### src/buck_drive_pkg.sv
// shared constants and carrier types for the buck gate drive control
package buck_drive_pkg;
  localparam int CLK_PERIOD_NS = 40;
  localparam int CLK_KHZ = 25000;
  localparam int DT_STEP_NS = 4;
  localparam int DT_W = 4;
  localparam int PER_W = 8;
  localparam int FSW_MIN_KHZ = 100;
  localparam int FSW_MAX_KHZ = 1600;
  localparam int PER_MAX_CYC_I = CLK_KHZ / FSW_MIN_KHZ;
  localparam int PER_MIN_CYC_I = (CLK_KHZ + FSW_MAX_KHZ - 1) / FSW_MAX_KHZ;
  localparam logic [PER_W-1:0] PER_MAX_CYC = PER_MAX_CYC_I[PER_W-1:0];
  localparam logic [PER_W-1:0] PER_MIN_CYC = PER_MIN_CYC_I[PER_W-1:0];
  localparam logic [PER_W-1:0] CNT_ZERO = 8'h00;
  localparam logic [PER_W-1:0] CNT_ONE = 8'h01;
  localparam logic [DT_W-1:0] DLY_ZERO = 4'h0;
  localparam logic [DT_W-1:0] DLY_ONE = 4'h1;
  localparam int LEB_W = 4;
  localparam logic [LEB_W-1:0] LEB_CYC_0 = 4'h1;
  localparam logic [LEB_W-1:0] LEB_CYC_1 = 4'h2;
  localparam logic [LEB_W-1:0] LEB_CYC_2 = 4'h4;
  localparam logic [LEB_W-1:0] LEB_CYC_3 = 4'h8;
  localparam logic [LEB_W-1:0] LEB_ZERO = 4'h0;
  localparam logic [LEB_W-1:0] LEB_ONE = 4'h1;
  localparam int SIDE_HS = 0;
  localparam int SIDE_LS = 1;

  // dead-time and disable controls
  typedef struct packed {
    logic [DT_W-1:0] dead_time_hs;
    logic [DT_W-1:0] dead_time_ls;
    logic high_side_delay_bypass;
    logic low_side_delay_bypass;
    logic whole_driver_disable;
    logic high_side_disable;
    logic low_side_disable;
    logic uv_terminate_enable;
  } driver_cfg_t;

  // period timer setup
  typedef struct packed {
    logic [PER_W-1:0] period_cycles;
    logic [PER_W-1:0] on_cycles;
  } timer_cfg_t;

  // protection setup
  typedef struct packed {
    logic input_uv_dac_enable;
    logic output_uv_dac_enable;
    logic overcurrent_dac_enable;
    logic [1:0] blanking_select;
  } prot_cfg_t;

  typedef struct packed {
    logic input_uv_flag;
    logic output_uv_flag;
    logic overcurrent_flag;
  } fault_flags_t;

  typedef enum logic [1:0] {
    SEL_LEB0 = 2'h0,
    SEL_LEB1 = 2'h1,
    SEL_LEB2 = 2'h2,
    SEL_LEB3 = 2'h3
  } leb_sel_t;
endpackage

### src/sync_buck_gate_drive_control.sv
// gate drive control: period timer, dead time, disables and fault flags
// Behaviour
// separate high and low dead times, 4 ns steps
// per-side bypass skips added dead time
// global disable forces both gates low, node floats
// per-side disable forces that gate low
// period timer sets switching frequency, 100k-1.6M
// input undervoltage flag follows comparator, hardware clears
// input undervoltage compare only with its dac enabled
// flags set regardless of interrupt enables
// overcurrent checked while high side on, after blanking
// overcurrent compare only with its dac enabled
// firmware stops switching during input undervoltage
// above 20V firmware uses output undervoltage termination
// undervoltage termination holds gates low until cleared
// gates never both high; forcing after dead time
module sync_buck_gate_drive_control (
  input wire logic CLK_SYS,
  input wire logic RST_B,
  input wire logic CE,
  input wire buck_drive_pkg::driver_cfg_t DRIVER_CFG,
  input wire buck_drive_pkg::timer_cfg_t TIMER_CFG,
  input wire buck_drive_pkg::prot_cfg_t PROT_CFG,
  input wire logic VIN_BELOW_THRESHOLD,
  input wire logic VOUT_BELOW_THRESHOLD,
  input wire logic OC_COMPARE_TRIP,
  input wire logic OUTPUT_UV_FLAG_CLEAR,
  input wire logic OC_FLAG_CLEAR,
  output logic HIGH_SIDE_GATE_OUT,
  output logic LOW_SIDE_GATE_OUT,
  output logic SWITCH_NODE_FLOAT,
  output buck_drive_pkg::fault_flags_t FAULT_FLAGS
);
  import buck_drive_pkg::*;

  // pin synchronisers
  logic [2:0] sync1_q, sync1_d;
  logic [2:0] sync2_q, sync2_d;
  logic vin_below, vout_below, oc_trip;

  always_comb begin
    sync1_d = {OC_COMPARE_TRIP, VOUT_BELOW_THRESHOLD, VIN_BELOW_THRESHOLD};
    sync2_d = sync1_q;
  end

  always_ff @(posedge CLK_SYS or negedge RST_B) begin
    if (!RST_B) begin
      sync1_q <= '0;
      sync2_q <= '0;
    end else if (CE) begin
      sync1_q <= sync1_d;
      sync2_q <= sync2_d;
    end
  end

  assign vin_below = sync2_q[0];
  assign vout_below = sync2_q[1];
  assign oc_trip = sync2_q[2];

  // period timer
  logic [PER_W-1:0] cnt_q, cnt_d;
  logic [PER_W-1:0] per_eff, on_eff;
  logic [1:0] demand;

  always_comb begin
    per_eff = TIMER_CFG.period_cycles;
    if (per_eff < PER_MIN_CYC) begin
      per_eff = PER_MIN_CYC;
    end else if (per_eff > PER_MAX_CYC) begin
      per_eff = PER_MAX_CYC;
    end
    on_eff = (TIMER_CFG.on_cycles > per_eff) ? per_eff : TIMER_CFG.on_cycles;
    if (cnt_q >= per_eff - CNT_ONE) begin
      cnt_d = CNT_ZERO;
    end else begin
      cnt_d = cnt_q + CNT_ONE;
    end
    demand[SIDE_HS] = (cnt_q < on_eff);
    demand[SIDE_LS] = !(cnt_q < on_eff);
  end

  always_ff @(posedge CLK_SYS or negedge RST_B) begin
    if (!RST_B) begin
      cnt_q <= CNT_ZERO;
    end else if (CE) begin
      cnt_q <= cnt_d;
    end
  end

  // dead-time stage, one lane per side
  logic on_q [2];
  logic on_d [2];
  logic [DT_W-1:0] dly_q [2];
  logic [DT_W-1:0] dly_d [2];
  logic [DT_W-1:0] dt_cyc [2];
  logic [1:0] bypass;
  logic [DT_W-1:0] dt_set [2];

  assign bypass = {DRIVER_CFG.low_side_delay_bypass, DRIVER_CFG.high_side_delay_bypass};
  assign dt_set[SIDE_HS] = DRIVER_CFG.dead_time_hs;
  assign dt_set[SIDE_LS] = DRIVER_CFG.dead_time_ls;

  for (genvar i = 0; i < 2; i++) begin : g_lane
    logic [DT_W+6:0] dt_ns;
    always_comb begin
      dt_ns = 11'(dt_set[i]) * 11'(DT_STEP_NS) + 11'(CLK_PERIOD_NS - 1);
      dt_cyc[i] = DT_W'(dt_ns / 11'(CLK_PERIOD_NS));
      on_d[i] = on_q[i];
      dly_d[i] = dly_q[i];
      if (!demand[i]) begin
        on_d[i] = 1'b0;
        dly_d[i] = DLY_ZERO;
      end else if (!on_q[i]) begin
        if (bypass[i] || dly_q[i] >= dt_cyc[i]) begin
          on_d[i] = 1'b1;
        end else begin
          dly_d[i] = dly_q[i] + DLY_ONE;
        end
      end
    end

    always_ff @(posedge CLK_SYS or negedge RST_B) begin
      if (!RST_B) begin
        on_q[i] <= 1'b0;
        dly_q[i] <= DLY_ZERO;
      end else if (CE) begin
        on_q[i] <= on_d[i];
        dly_q[i] <= dly_d[i];
      end
    end
  end

  // fault flags
  fault_flags_t flags_q, flags_d;
  logic [LEB_W-1:0] leb_q, leb_d, leb_len;
  logic leb_done;
  logic hs_q, ls_q, float_q;

  always_comb begin
    case (leb_sel_t'(PROT_CFG.blanking_select))
      SEL_LEB0: leb_len = LEB_CYC_0;
      SEL_LEB1: leb_len = LEB_CYC_1;
      SEL_LEB2: leb_len = LEB_CYC_2;
      SEL_LEB3: leb_len = LEB_CYC_3;
      default: leb_len = LEB_CYC_0;
    endcase
    leb_done = (leb_q >= leb_len);
    leb_d = leb_q;
    if (!hs_q) begin
      leb_d = LEB_ZERO;
    end else if (!leb_done) begin
      leb_d = leb_q + LEB_ONE;
    end
    flags_d = flags_q;
    // level flag, cleared by hardware when supply recovers
    flags_d.input_uv_flag = PROT_CFG.input_uv_dac_enable && vin_below; // see R6 see R7
    if (OUTPUT_UV_FLAG_CLEAR) begin
      flags_d.output_uv_flag = 1'b0;
    end
    if (PROT_CFG.output_uv_dac_enable && vout_below) begin
      flags_d.output_uv_flag = 1'b1;
    end
    if (OC_FLAG_CLEAR) begin
      flags_d.overcurrent_flag = 1'b0;
    end
    if (PROT_CFG.overcurrent_dac_enable && hs_q && leb_done && oc_trip) begin
      flags_d.overcurrent_flag = 1'b1; // see R9 see R10
    end
  end

  always_ff @(posedge CLK_SYS or negedge RST_B) begin
    if (!RST_B) begin
      flags_q <= '0;
      leb_q <= LEB_ZERO;
    end else if (CE) begin
      flags_q <= flags_d;
      leb_q <= leb_d;
    end
  end

  // output forcing after the dead-time stage
  logic force_all, hs_d, ls_d, float_d;

  always_comb begin
    force_all = DRIVER_CFG.whole_driver_disable ||
                (DRIVER_CFG.uv_terminate_enable && flags_q.output_uv_flag); // see R3
    hs_d = on_q[SIDE_HS] && !force_all && !DRIVER_CFG.high_side_disable; // see R4
    ls_d = on_q[SIDE_LS] && !on_q[SIDE_HS] && !force_all && !DRIVER_CFG.low_side_disable; // see R4
    float_d = DRIVER_CFG.whole_driver_disable;
  end

  always_ff @(posedge CLK_SYS or negedge RST_B) begin
    if (!RST_B) begin
      hs_q <= 1'b0;
      ls_q <= 1'b0;
      float_q <= 1'b0;
    end else if (CE) begin
      hs_q <= hs_d;
      ls_q <= ls_d;
      float_q <= float_d;
    end
  end

  assign HIGH_SIDE_GATE_OUT = hs_q;
  assign LOW_SIDE_GATE_OUT = ls_q;
  assign SWITCH_NODE_FLOAT = float_q;
  assign FAULT_FLAGS = flags_q;

  // checks
  property p_no_overlap;
    @(posedge CLK_SYS) disable iff (!RST_B) !(hs_q && ls_q);
  endproperty
  a_no_overlap: assert property (p_no_overlap) else $error("both gates high");

  property p_global_off;
    @(posedge CLK_SYS) disable iff (!RST_B)
      CE && DRIVER_CFG.whole_driver_disable |=> !hs_q && !ls_q && float_q;
  endproperty
  a_global_off: assert property (p_global_off) else $error("global disable ignored");

  property p_hs_off;
    @(posedge CLK_SYS) disable iff (!RST_B) CE && DRIVER_CFG.high_side_disable |=> !hs_q;
  endproperty
  a_hs_off: assert property (p_hs_off) else $error("high side disable ignored");

  property p_ls_off;
    @(posedge CLK_SYS) disable iff (!RST_B) CE && DRIVER_CFG.low_side_disable |=> !ls_q;
  endproperty
  a_ls_off: assert property (p_ls_off) else $error("low side disable ignored");

  property p_vin_flag;
    @(posedge CLK_SYS) disable iff (!RST_B)
      CE |=> flags_q.input_uv_flag == ($past(vin_below) && $past(PROT_CFG.input_uv_dac_enable));
  endproperty
  a_vin_flag: assert property (p_vin_flag) else $error("input uv flag wrong");

  property p_vin_gate;
    @(posedge CLK_SYS) disable iff (!RST_B) CE && !PROT_CFG.input_uv_dac_enable |=> !flags_q.input_uv_flag;
  endproperty
  a_vin_gate: assert property (p_vin_gate) else $error("input uv flag without dac");

  property p_oc_cause;
    @(posedge CLK_SYS) disable iff (!RST_B)
      $rose(flags_q.overcurrent_flag) |-> $past(hs_q) && $past(leb_done) && $past(PROT_CFG.overcurrent_dac_enable);
  endproperty
  a_oc_cause: assert property (p_oc_cause) else $error("overcurrent outside window");

  property p_oc_dac;
    @(posedge CLK_SYS) disable iff (!RST_B)
      CE && !PROT_CFG.overcurrent_dac_enable && !flags_q.overcurrent_flag |=> !flags_q.overcurrent_flag;
  endproperty
  a_oc_dac: assert property (p_oc_dac) else $error("overcurrent without dac");

  property p_uv_term;
    @(posedge CLK_SYS) disable iff (!RST_B)
      CE && DRIVER_CFG.uv_terminate_enable && flags_q.output_uv_flag |=> !hs_q && !ls_q;
  endproperty
  a_uv_term: assert property (p_uv_term) else $error("uv termination ignored");

  property p_dead_time;
    @(posedge CLK_SYS) disable iff (!RST_B)
      $rose(on_q[SIDE_HS]) && !$past(bypass[SIDE_HS]) |-> $past(dly_q[SIDE_HS]) >= $past(dt_cyc[SIDE_HS]);
  endproperty
  a_dead_time: assert property (p_dead_time) else $error("dead time short");

  property p_bypass;
    @(posedge CLK_SYS) disable iff (!RST_B)
      CE && bypass[SIDE_LS] && demand[SIDE_LS] && !on_q[SIDE_LS] |=> on_q[SIDE_LS];
  endproperty
  a_bypass: assert property (p_bypass) else $error("bypass added delay");

  property p_period;
    @(posedge CLK_SYS) disable iff (!RST_B)
      CE |=> cnt_q < PER_MAX_CYC && (cnt_q == CNT_ZERO || cnt_q == $past(cnt_q) + CNT_ONE);
  endproperty
  a_period: assert property (p_period) else $error("period counter overrun");

  // helper counters for the checks: cycles with both gates low, cycles with the high gate on
  logic [DT_W-1:0] gap_q, gap_d;
  logic [LEB_W-1:0] hs_run_q, hs_run_d;

  always_comb begin
    gap_d = (gap_q == '1) ? gap_q : gap_q + DLY_ONE;
    hs_run_d = (hs_run_q == LEB_CYC_3) ? hs_run_q : hs_run_q + LEB_ONE;
    if (hs_q || ls_q) begin
      gap_d = DLY_ZERO;
    end
    if (!hs_q) begin
      hs_run_d = LEB_ZERO;
    end
  end

  always_ff @(posedge CLK_SYS or negedge RST_B) begin
    if (!RST_B) begin
      gap_q <= DLY_ZERO;
      hs_run_q <= LEB_ZERO;
    end else if (CE) begin
      gap_q <= gap_d;
      hs_run_q <= hs_run_d;
    end
  end

  property p_blank;
    @(posedge CLK_SYS) disable iff (!RST_B)
      $rose(flags_q.overcurrent_flag) |-> $past(hs_q) && $past(hs_run_q) >= $past(leb_len);
  endproperty
  a_blank: assert property (p_blank) else $error("overcurrent inside blanking");

  property p_gap_hs;
    @(posedge CLK_SYS) disable iff (!RST_B)
      $rose(hs_q) && !$past(bypass[SIDE_HS], 2) |-> gap_q >= $past(dt_cyc[SIDE_HS], 2);
  endproperty
  a_gap_hs: assert property (p_gap_hs) else $error("high side dead time short"); // see R1

  property p_gap_ls;
    @(posedge CLK_SYS) disable iff (!RST_B)
      $rose(ls_q) && !$past(bypass[SIDE_LS], 2) |-> gap_q >= $past(dt_cyc[SIDE_LS], 2);
  endproperty
  a_gap_ls: assert property (p_gap_ls) else $error("low side dead time short"); // see R1

  property p_ce_freeze;
    @(posedge CLK_SYS) disable iff (!RST_B)
      !CE |=> $stable(hs_q) && $stable(ls_q) && $stable(float_q) && $stable(flags_q) && $stable(cnt_q);
  endproperty
  a_ce_freeze: assert property (p_ce_freeze) else $error("state moved with clock enable low");

  c_switching: cover property (@(posedge CLK_SYS) disable iff (!RST_B) $rose(hs_q) ##[1:300] $rose(ls_q));
  c_oc_trip: cover property (@(posedge CLK_SYS) disable iff (!RST_B) $rose(flags_q.overcurrent_flag));
  c_uv_term: cover property (@(posedge CLK_SYS) disable iff (!RST_B)
    DRIVER_CFG.uv_terminate_enable && $rose(flags_q.output_uv_flag));
  c_freeze: cover property (@(posedge CLK_SYS) disable iff (!RST_B) !CE ##1 !CE ##1 CE);
endmodule

### config.mk
export PLATFORM = sky130hd
export DESIGN_NAME = sync_buck_gate_drive_control
export DESIGN_NICKNAME = d
export VERILOG_FILES = /design/src/buck_drive_pkg.sv /design/src/sync_buck_gate_drive_control.sv
export SDC_FILE = /design/constraint.sdc
export NUM_CORES = 1
export LEC_CHECK = 0
export ABC_AREA = 1
export BUFFER_PORTS_ARGS = -buffer_cell sky130_fd_sc_hd__buf_2
export CORE_MARGIN = 2
export CORE_UTILIZATION = 35
export DETAILED_ROUTE_END_ITERATION = 7
export MAX_ROUTING_LAYER = met4
export PLACE_DENSITY = 0.52
export SYNTH_ARGS = -nofsm -noshare
export SYNTH_HDL_FRONTEND = slang
export SYNTH_SLANG_ARGS = --single-unit
### constraint.sdc
create_clock -name CLK_SYS -period 2.55 [get_ports CLK_SYS]
set_input_delay 0.255 -clock CLK_SYS [delete_from_list [all_inputs] [get_ports CLK_SYS]]
set_output_delay 0.255 -clock CLK_SYS [all_outputs]
set_load 0.01 [all_outputs]
Word-level counts from Yosys, hierarchy flattened
Index checks and enable logic that the tools add are counted.
{"block": "word_totals", "register_bits": 34, "latch_bits": 0, "ramBits": 0, "rom_bits": 0, "inputBits": 43, "mem_count": 0}
{"block": "classes", "add_sub_neg": 7, "mul": 0, "n_div": 2, "order_cmp": 8, "n_eq_ne": 8, "shift": 0, "muxes": 23, "bitwise_logic": 0, "reduce_logical": 26}
{"cell": "4-bit two-way mux", "count": 8}
{"cell": "8-bit two-way mux", "count": 4}
{"cell": "11-bit by 6-bit divider with 11-bit output (second input constant)", "count": 2}
{"cell": "4-bit case mux with 4 select lines", "count": 1}
{"cell": "6-bit by 6-bit adder with 7-bit output (second input constant)", "count": 2}
{"cell": "4-bit by 1-bit adder with 4-bit output (second input constant)", "count": 3}
{"cell": "4-bit >= comparator", "count": 3}
{"cell": "1-bit logical AND", "count": 11}
{"cell": "1-bit two-way mux", "count": 10}
{"cell": "2-bit != test (second input constant)", "count": 5}
{"cell": "8-bit by 1-bit adder with 8-bit output (second input constant)", "count": 1}
{"cell": "8-bit >= comparator", "count": 1}
{"cell": "8-bit greater-than comparator", "count": 1}
{"cell": "8-bit greater-than comparator (second input constant)", "count": 1}
{"cell": "8-bit by 5-bit < comparator with 1-bit output (second input constant)", "count": 1}
{"cell": "8-bit < comparator", "count": 1}
{"cell": "8-bit by 1-bit subtractor with 8-bit output (second input constant)", "count": 1}
{"cell": "2-bit AND reduction", "count": 3}
{"cell": "3-bit AND reduction", "count": 2}
{"cell": "2-bit equality test (second input constant)", "count": 2}
{"cell": "1-bit zero test", "count": 4}
{"cell": "2-bit nonzero test", "count": 2}
{"cell": "1-bit logical OR", "count": 3}
{"cell": "2-bit by 1-bit equality test with 1-bit output (second input constant)", "count": 1}
{"cell": "2-bit zero test", "count": 1}

Logic depth before layout (Yosys ltp)
{"block": "depth", "word_depth": 8, "ltp_mapped": 28, "depth_no_buf": 28}

Worst setup path after synthesis
OpenSTA, ideal clock, no wires.
{"block": "synth_path", "path_kind": "input-to-reg", "startpoint": "in TIMER_CFG[14] (netlist name)", "endpoint": "reg dly_q[6] (netlist name)", "setup_time_ns": 0.065, "t_arrival_ns": 3.287, "required_time_ns": 2.485, "path_slack_ns": -0.803, "path_stages": 24, "path_buffers": 1, "path_cell_list": "inv_1 -> nor2_2 -> nand4_2 -> inv_1 -> nor3_1 -> inv_1 -> ha_1 -> nand2_1 -> inv_1 -> nand2_1 -> nand2_1 -> nand2_1 -> nand2_1 -> nand2_1 -> inv_1 -> clkbuf_1 -> o21ai_0 -> ha_1 -> a21oi_1 -> nor2_1 -> a211oi_1 -> a21boi_1 -> nand4_1 -> nand2_1"}
{"block": "synth_between", "elab_chain_len": 8, "word_cells_on_any_way": 11}
{"element": "start: declaration", "line": "sync_buck_gate_drive_control.sv:22", "source": "input wire buck_drive_pkg::timer_cfg_t TIMER_CFG,"}
{"element": "8-bit greater-than comparator", "line": "sync_buck_gate_drive_control.sv:69", "source": "end else if (per_eff > PER_MAX_CYC) begin"}
{"element": "8-bit two-way mux", "line": "sync_buck_gate_drive_control.sv:69"}
{"element": "8-bit two-way mux *", "line": "sync_buck_gate_drive_control.sv:67", "source": "if (per_eff < PER_MIN_CYC) begin"}
{"element": "8-bit greater-than comparator", "line": "sync_buck_gate_drive_control.sv:72", "source": "on_eff = (TIMER_CFG.on_cycles > per_eff) ? per_eff : TIMER_CFG.on_cycles;"}
{"element": "8-bit two-way mux *", "line": "sync_buck_gate_drive_control.sv:72"}
{"element": "8-bit < comparator *", "line": "sync_buck_gate_drive_control.sv:78", "source": "demand[SIDE_HS] = (cnt_q < on_eff);"}
{"element": "2-bit != test (no line)"}
{"element": "3-bit AND reduction (no line)"}
{"element": "end signal: indexed assignment", "line": "sync_buck_gate_drive_control.sv:128", "source": "dly_q[i] <= dly_d[i];"}
{"element": "end: declaration", "line": "sync_buck_gate_drive_control.sv:93", "source": "logic [DT_W-1:0] dly_q [2];"}
Mark *: on every way between the ends. The rest lies on a longest branch, timed or not.
A chain may end at the register's enable or synchronous reset.

Final worst setup path
{"block": "layout_path", "startpoint": "in TIMER_CFG[14] (netlist name)", "endpoint": "reg dly_q[1] (netlist name)"}
{"block": "layout_between", "elab_chain_len": 8, "word_cells_on_any_way": 11}
{"element": "8-bit greater-than comparator", "line": "sync_buck_gate_drive_control.sv:69"}
{"element": "8-bit two-way mux", "line": "sync_buck_gate_drive_control.sv:69"}
{"element": "8-bit two-way mux *", "line": "sync_buck_gate_drive_control.sv:67"}
{"element": "8-bit greater-than comparator", "line": "sync_buck_gate_drive_control.sv:72"}
{"element": "8-bit two-way mux *", "line": "sync_buck_gate_drive_control.sv:72"}
{"element": "8-bit < comparator *", "line": "sync_buck_gate_drive_control.sv:79", "source": "demand[SIDE_LS] = !(cnt_q < on_eff);"}
{"element": "2-bit != test (no line)"}
{"element": "3-bit AND reduction (no line)"}
Marks and branches as above.

==> out/qor.txt <==
Post-Syn Area -> 2740 µm²
CTS tree -> yes
Logic pwr share -> 42.4%
initial drt markers -> 93
Setup Viol. Count Final -> 10
layout cells sized above 1 -> 33.8%
Max Slew Vio Count -> 0
WL final -> 6170 µm
Tmin final -> 2.90 ns
Antenna Violating Nets Remaining -> 0
Worst Path Required -> 2.73 ns
EDFF count, synth -> 0
warnings from Yosys -> 0
unrepaired setup endpoints after global routing -> true
Die H -> 92.5 µm
Seq cells post-synth -> 34
path depth of the worst reg2reg path -> 9
setup ws final -> -0.350 ns
full die area -> 8560 µm²
CTS buffer count -> 5
GRT Total Usage -> 16.4%
Static Leak -> 2.04 nW
sequential fraction of the synthesis area -> 31.0%
Switch Pwr -> 736 µW
Sink Count -> 34
detailed placer's ending HPWL -> 4620 µm
Clock power frac -> 20.9%
PD cells -> 526 nW/µm²
run status -> finished with violations
Fill cells -> 777
area leader, netlist -> dfrtp_1
# placed instances -> 537
Hold-fix buffers, CTS -> 0
WS Path Type -> in2reg
Post-Place Setup Slack -> -0.691 ns
syn_nets -> 447
Pint -> 1.22 mW
Fmax -> 345 MHz
CTS max path bufs -> 2
core area -> 7650 µm²
syn_area_per_cell -> 7.53 µm²
number of antenna violations at the first check in global routing -> 0
final worst clock skew -> 0.00514 ns
Worst Path Max Fanout -> 7
Syn Inst Count -> 364
first-pass GRT wire length -> 11200 µm
Residual DRC -> 0
Routed WL per cell -> 11.0 µm
I/O Pins -> 49
Flop pwr share -> 36.7%
initial core utilization -> 35.8%
vias in the first global route -> 2555
num rows -> 32
Die W -> 92.5 µm
peak supply drop -> 257 µV
Buffers on Ports -> 48
Worst-Margin Slew -> 0.765 ns
Overall Power -> 1.96 mW
FFs w/ async S/R, synth -> 100%
gpl congestion -> 0.809
Crit. End Element -> register
Yosys cell types -> 34
switch share -> 37.5%
Area Growth Syn to Fin -> 36.1%
area share of the largest cell type after synthesis -> 31.0%
top post-synthesis cells by area -> dfrtp_1 (31%), ha_1 (18%), nand2_1 (13%)
Final TNS setup -> -3.16 ns
total number of vias -> 2615
clk_lat worst skew -> 0.28 ns
largest net degree at the start of global routing -> 35
depth of the CTS H-tree -> 2
n_diodes -> 0
Root Buffer -> clkbuf_8
Avg Vias per Cell -> 4.64
critical path arrival -> 3.08 ns
post-layout util -> 48.8%
failing checks -> setup timing
grt total ovfl -> 0
NumNets Final -> 543
Startpoint Class -> input pin
Final Hold Viols -> 0
worst hold path class -> in2async
Worst-path clk slew -> 0.07 ns
Final Cycle Share -> 114%
DRT Pass-1 Iters -> 4
non-filler cells, final -> 563
# Max-Cap Violations -> 0
Slew headroom -> 49.0%
ys flop type -> dfrtp_1
-- final cells by class --
cell class | instances | area [µm²] | share of cell area, %
Multi-Input combinational cell | 277 | 1860 | 50.0
Sequential cell | 34 | 851 | 22.8
Timing Repair Buffer | 93 | 602 | 16.1
Inverter | 48 | 188 | 5.03
Tap cell | 102 | 128 | 3.42
Clock buffer | 7 | 86.3 | 2.31
Timing Repair inverter | 1 | 7.51 | 0.201
Clock inverter | 1 | 5.00 | 0.134
-- metrics by stage --
step / hold slack (ns) / area, µm²
4_1_cts: 0.0725 / 3590
6_report: 0.0387 / 3730
3_5_place_dp: 0.389 / 3340
2_1_floorplan: -0.0406 / 2790
5_1_grt: 0.0896 / 3730
3_3_place_gp: 0.389 / 3340
-- cell usage in the layout (no fill, tap or decap), types with 9 or more instances in the layout --
cell / instances
a21oi_1: 15
nand2_2: 11
buf_2: 46
o21ai_0: 12
xor2_1: 11
nand3_1: 12
buf_4: 44
nand2_1: 89
inv_1: 39
dfrtp_1: 34
ha_1: 38
nor2_1: 21
nand4_1: 9
-- sequential cells by signal, summed over array words and instances, names as in the netlist --
signal              count
FAULT_FLAGS             3
HIGH_SIDE_GATE_OUT      1
LOW_SIDE_GATE_OUT       1
SWITCH_NODE_FLOAT       1
cnt_q                   8
dly_q                   8
leb_q                   4
on_q                    2
sync1_q                 3
sync2_q                 3
-- cell usage after synthesis, types with 5 or more instances --
library cell / n
a21oi_1: 20
dfrtp_1: 34
ha_1: 40
inv_1: 47
nand2_1: 97
nand2_2: 5
nand3_1: 16
nand4_1: 9
nor2_1: 26
o21ai_0: 19
xnor2_1: 5
xor2_1: 11
-- critical path, cell delays in order --
cell and delay, ns:
buf_8 0.10, nor2_4 0.12, inv_2 0.06, nor3_4 0.27, nor2_2 0.08, ha_1 0.29, nand2_2 0.07, nor2_4 0.15
nand4_1 0.19, nand2_4 0.15, clkinvlp_4 0.17, nand2_2 0.11, o21ai_2 0.05, ha_1 0.32, nand2_1 0.07, inv_1 0.03
nand2_1 0.07, nand2_2 0.08, nand2_2 0.09, nand2_4 0.08, nand2_4 0.08, nand2_4 0.06, nand2_1 0.07, nand2_1 0.04
-- routing by layer --
layer / part of all wire (%) / global-route usage, % / vias up
met5: 0 / - / -
met4: 0.50 / 4.10 / 0
met3: 2.3 / 2.69 / 4
met2: 48 / 26.1 / 30
met1: 49 / 21.8 / 1195
li1: - / - / 1386
-- what timing repair did --
item / 4_1_cts / 5_1_grt
gates resized for setup: 19 / 32
endpoints found under the setup margin: 10 / 18
gates cloned: 1 / 0
setup buffers: 14 / 8
pin swaps: 9 / 26
-- kinds of logic after synthesis --
group,after synthesis,synth area share [%]
AO/OA/AOI/OAI,55,11.5
XOR/XNOR,16,5.11
adder cells (fa/ha/maj),40,18.3
buffers and inverters,53,7.30
flip-flops,34,31.0
AND/OR/NAND/NOR,166,26.7
-- power by group through the flow --
stage / clock (mW) / sequential (mW) / combinational (mW)
global route: 0.457 / 0.735 / 0.966
finish: 0.410 / 0.719 / 0.832
global placement: 0 / 0.729 / 0.673
detailed placement: 0 / 0.729 / 0.692
floorplan: 0 / 0.704 / 0.481
CTS: 0.428 / 0.720 / 0.734
-- path summary, 6_finish.rpt --
check,slack [ns],startpoint,endpoint
max,-0.35,TIMER_CFG[14],dly_q[1]
min,0.04,RST_B,leb_q[3]
max reg2reg,0.52,leb_q[0],leb_q[2]
min reg2reg,0.47,sync1_q[2],sync1_q[2]
max in group asynchronous,2.02,RST_B,cnt_q[4]
min in group CLK_SYS,0.17,VIN_BELOW_THRESHOLD,sync1_q[0]
(Power assumes the default switching activity.)
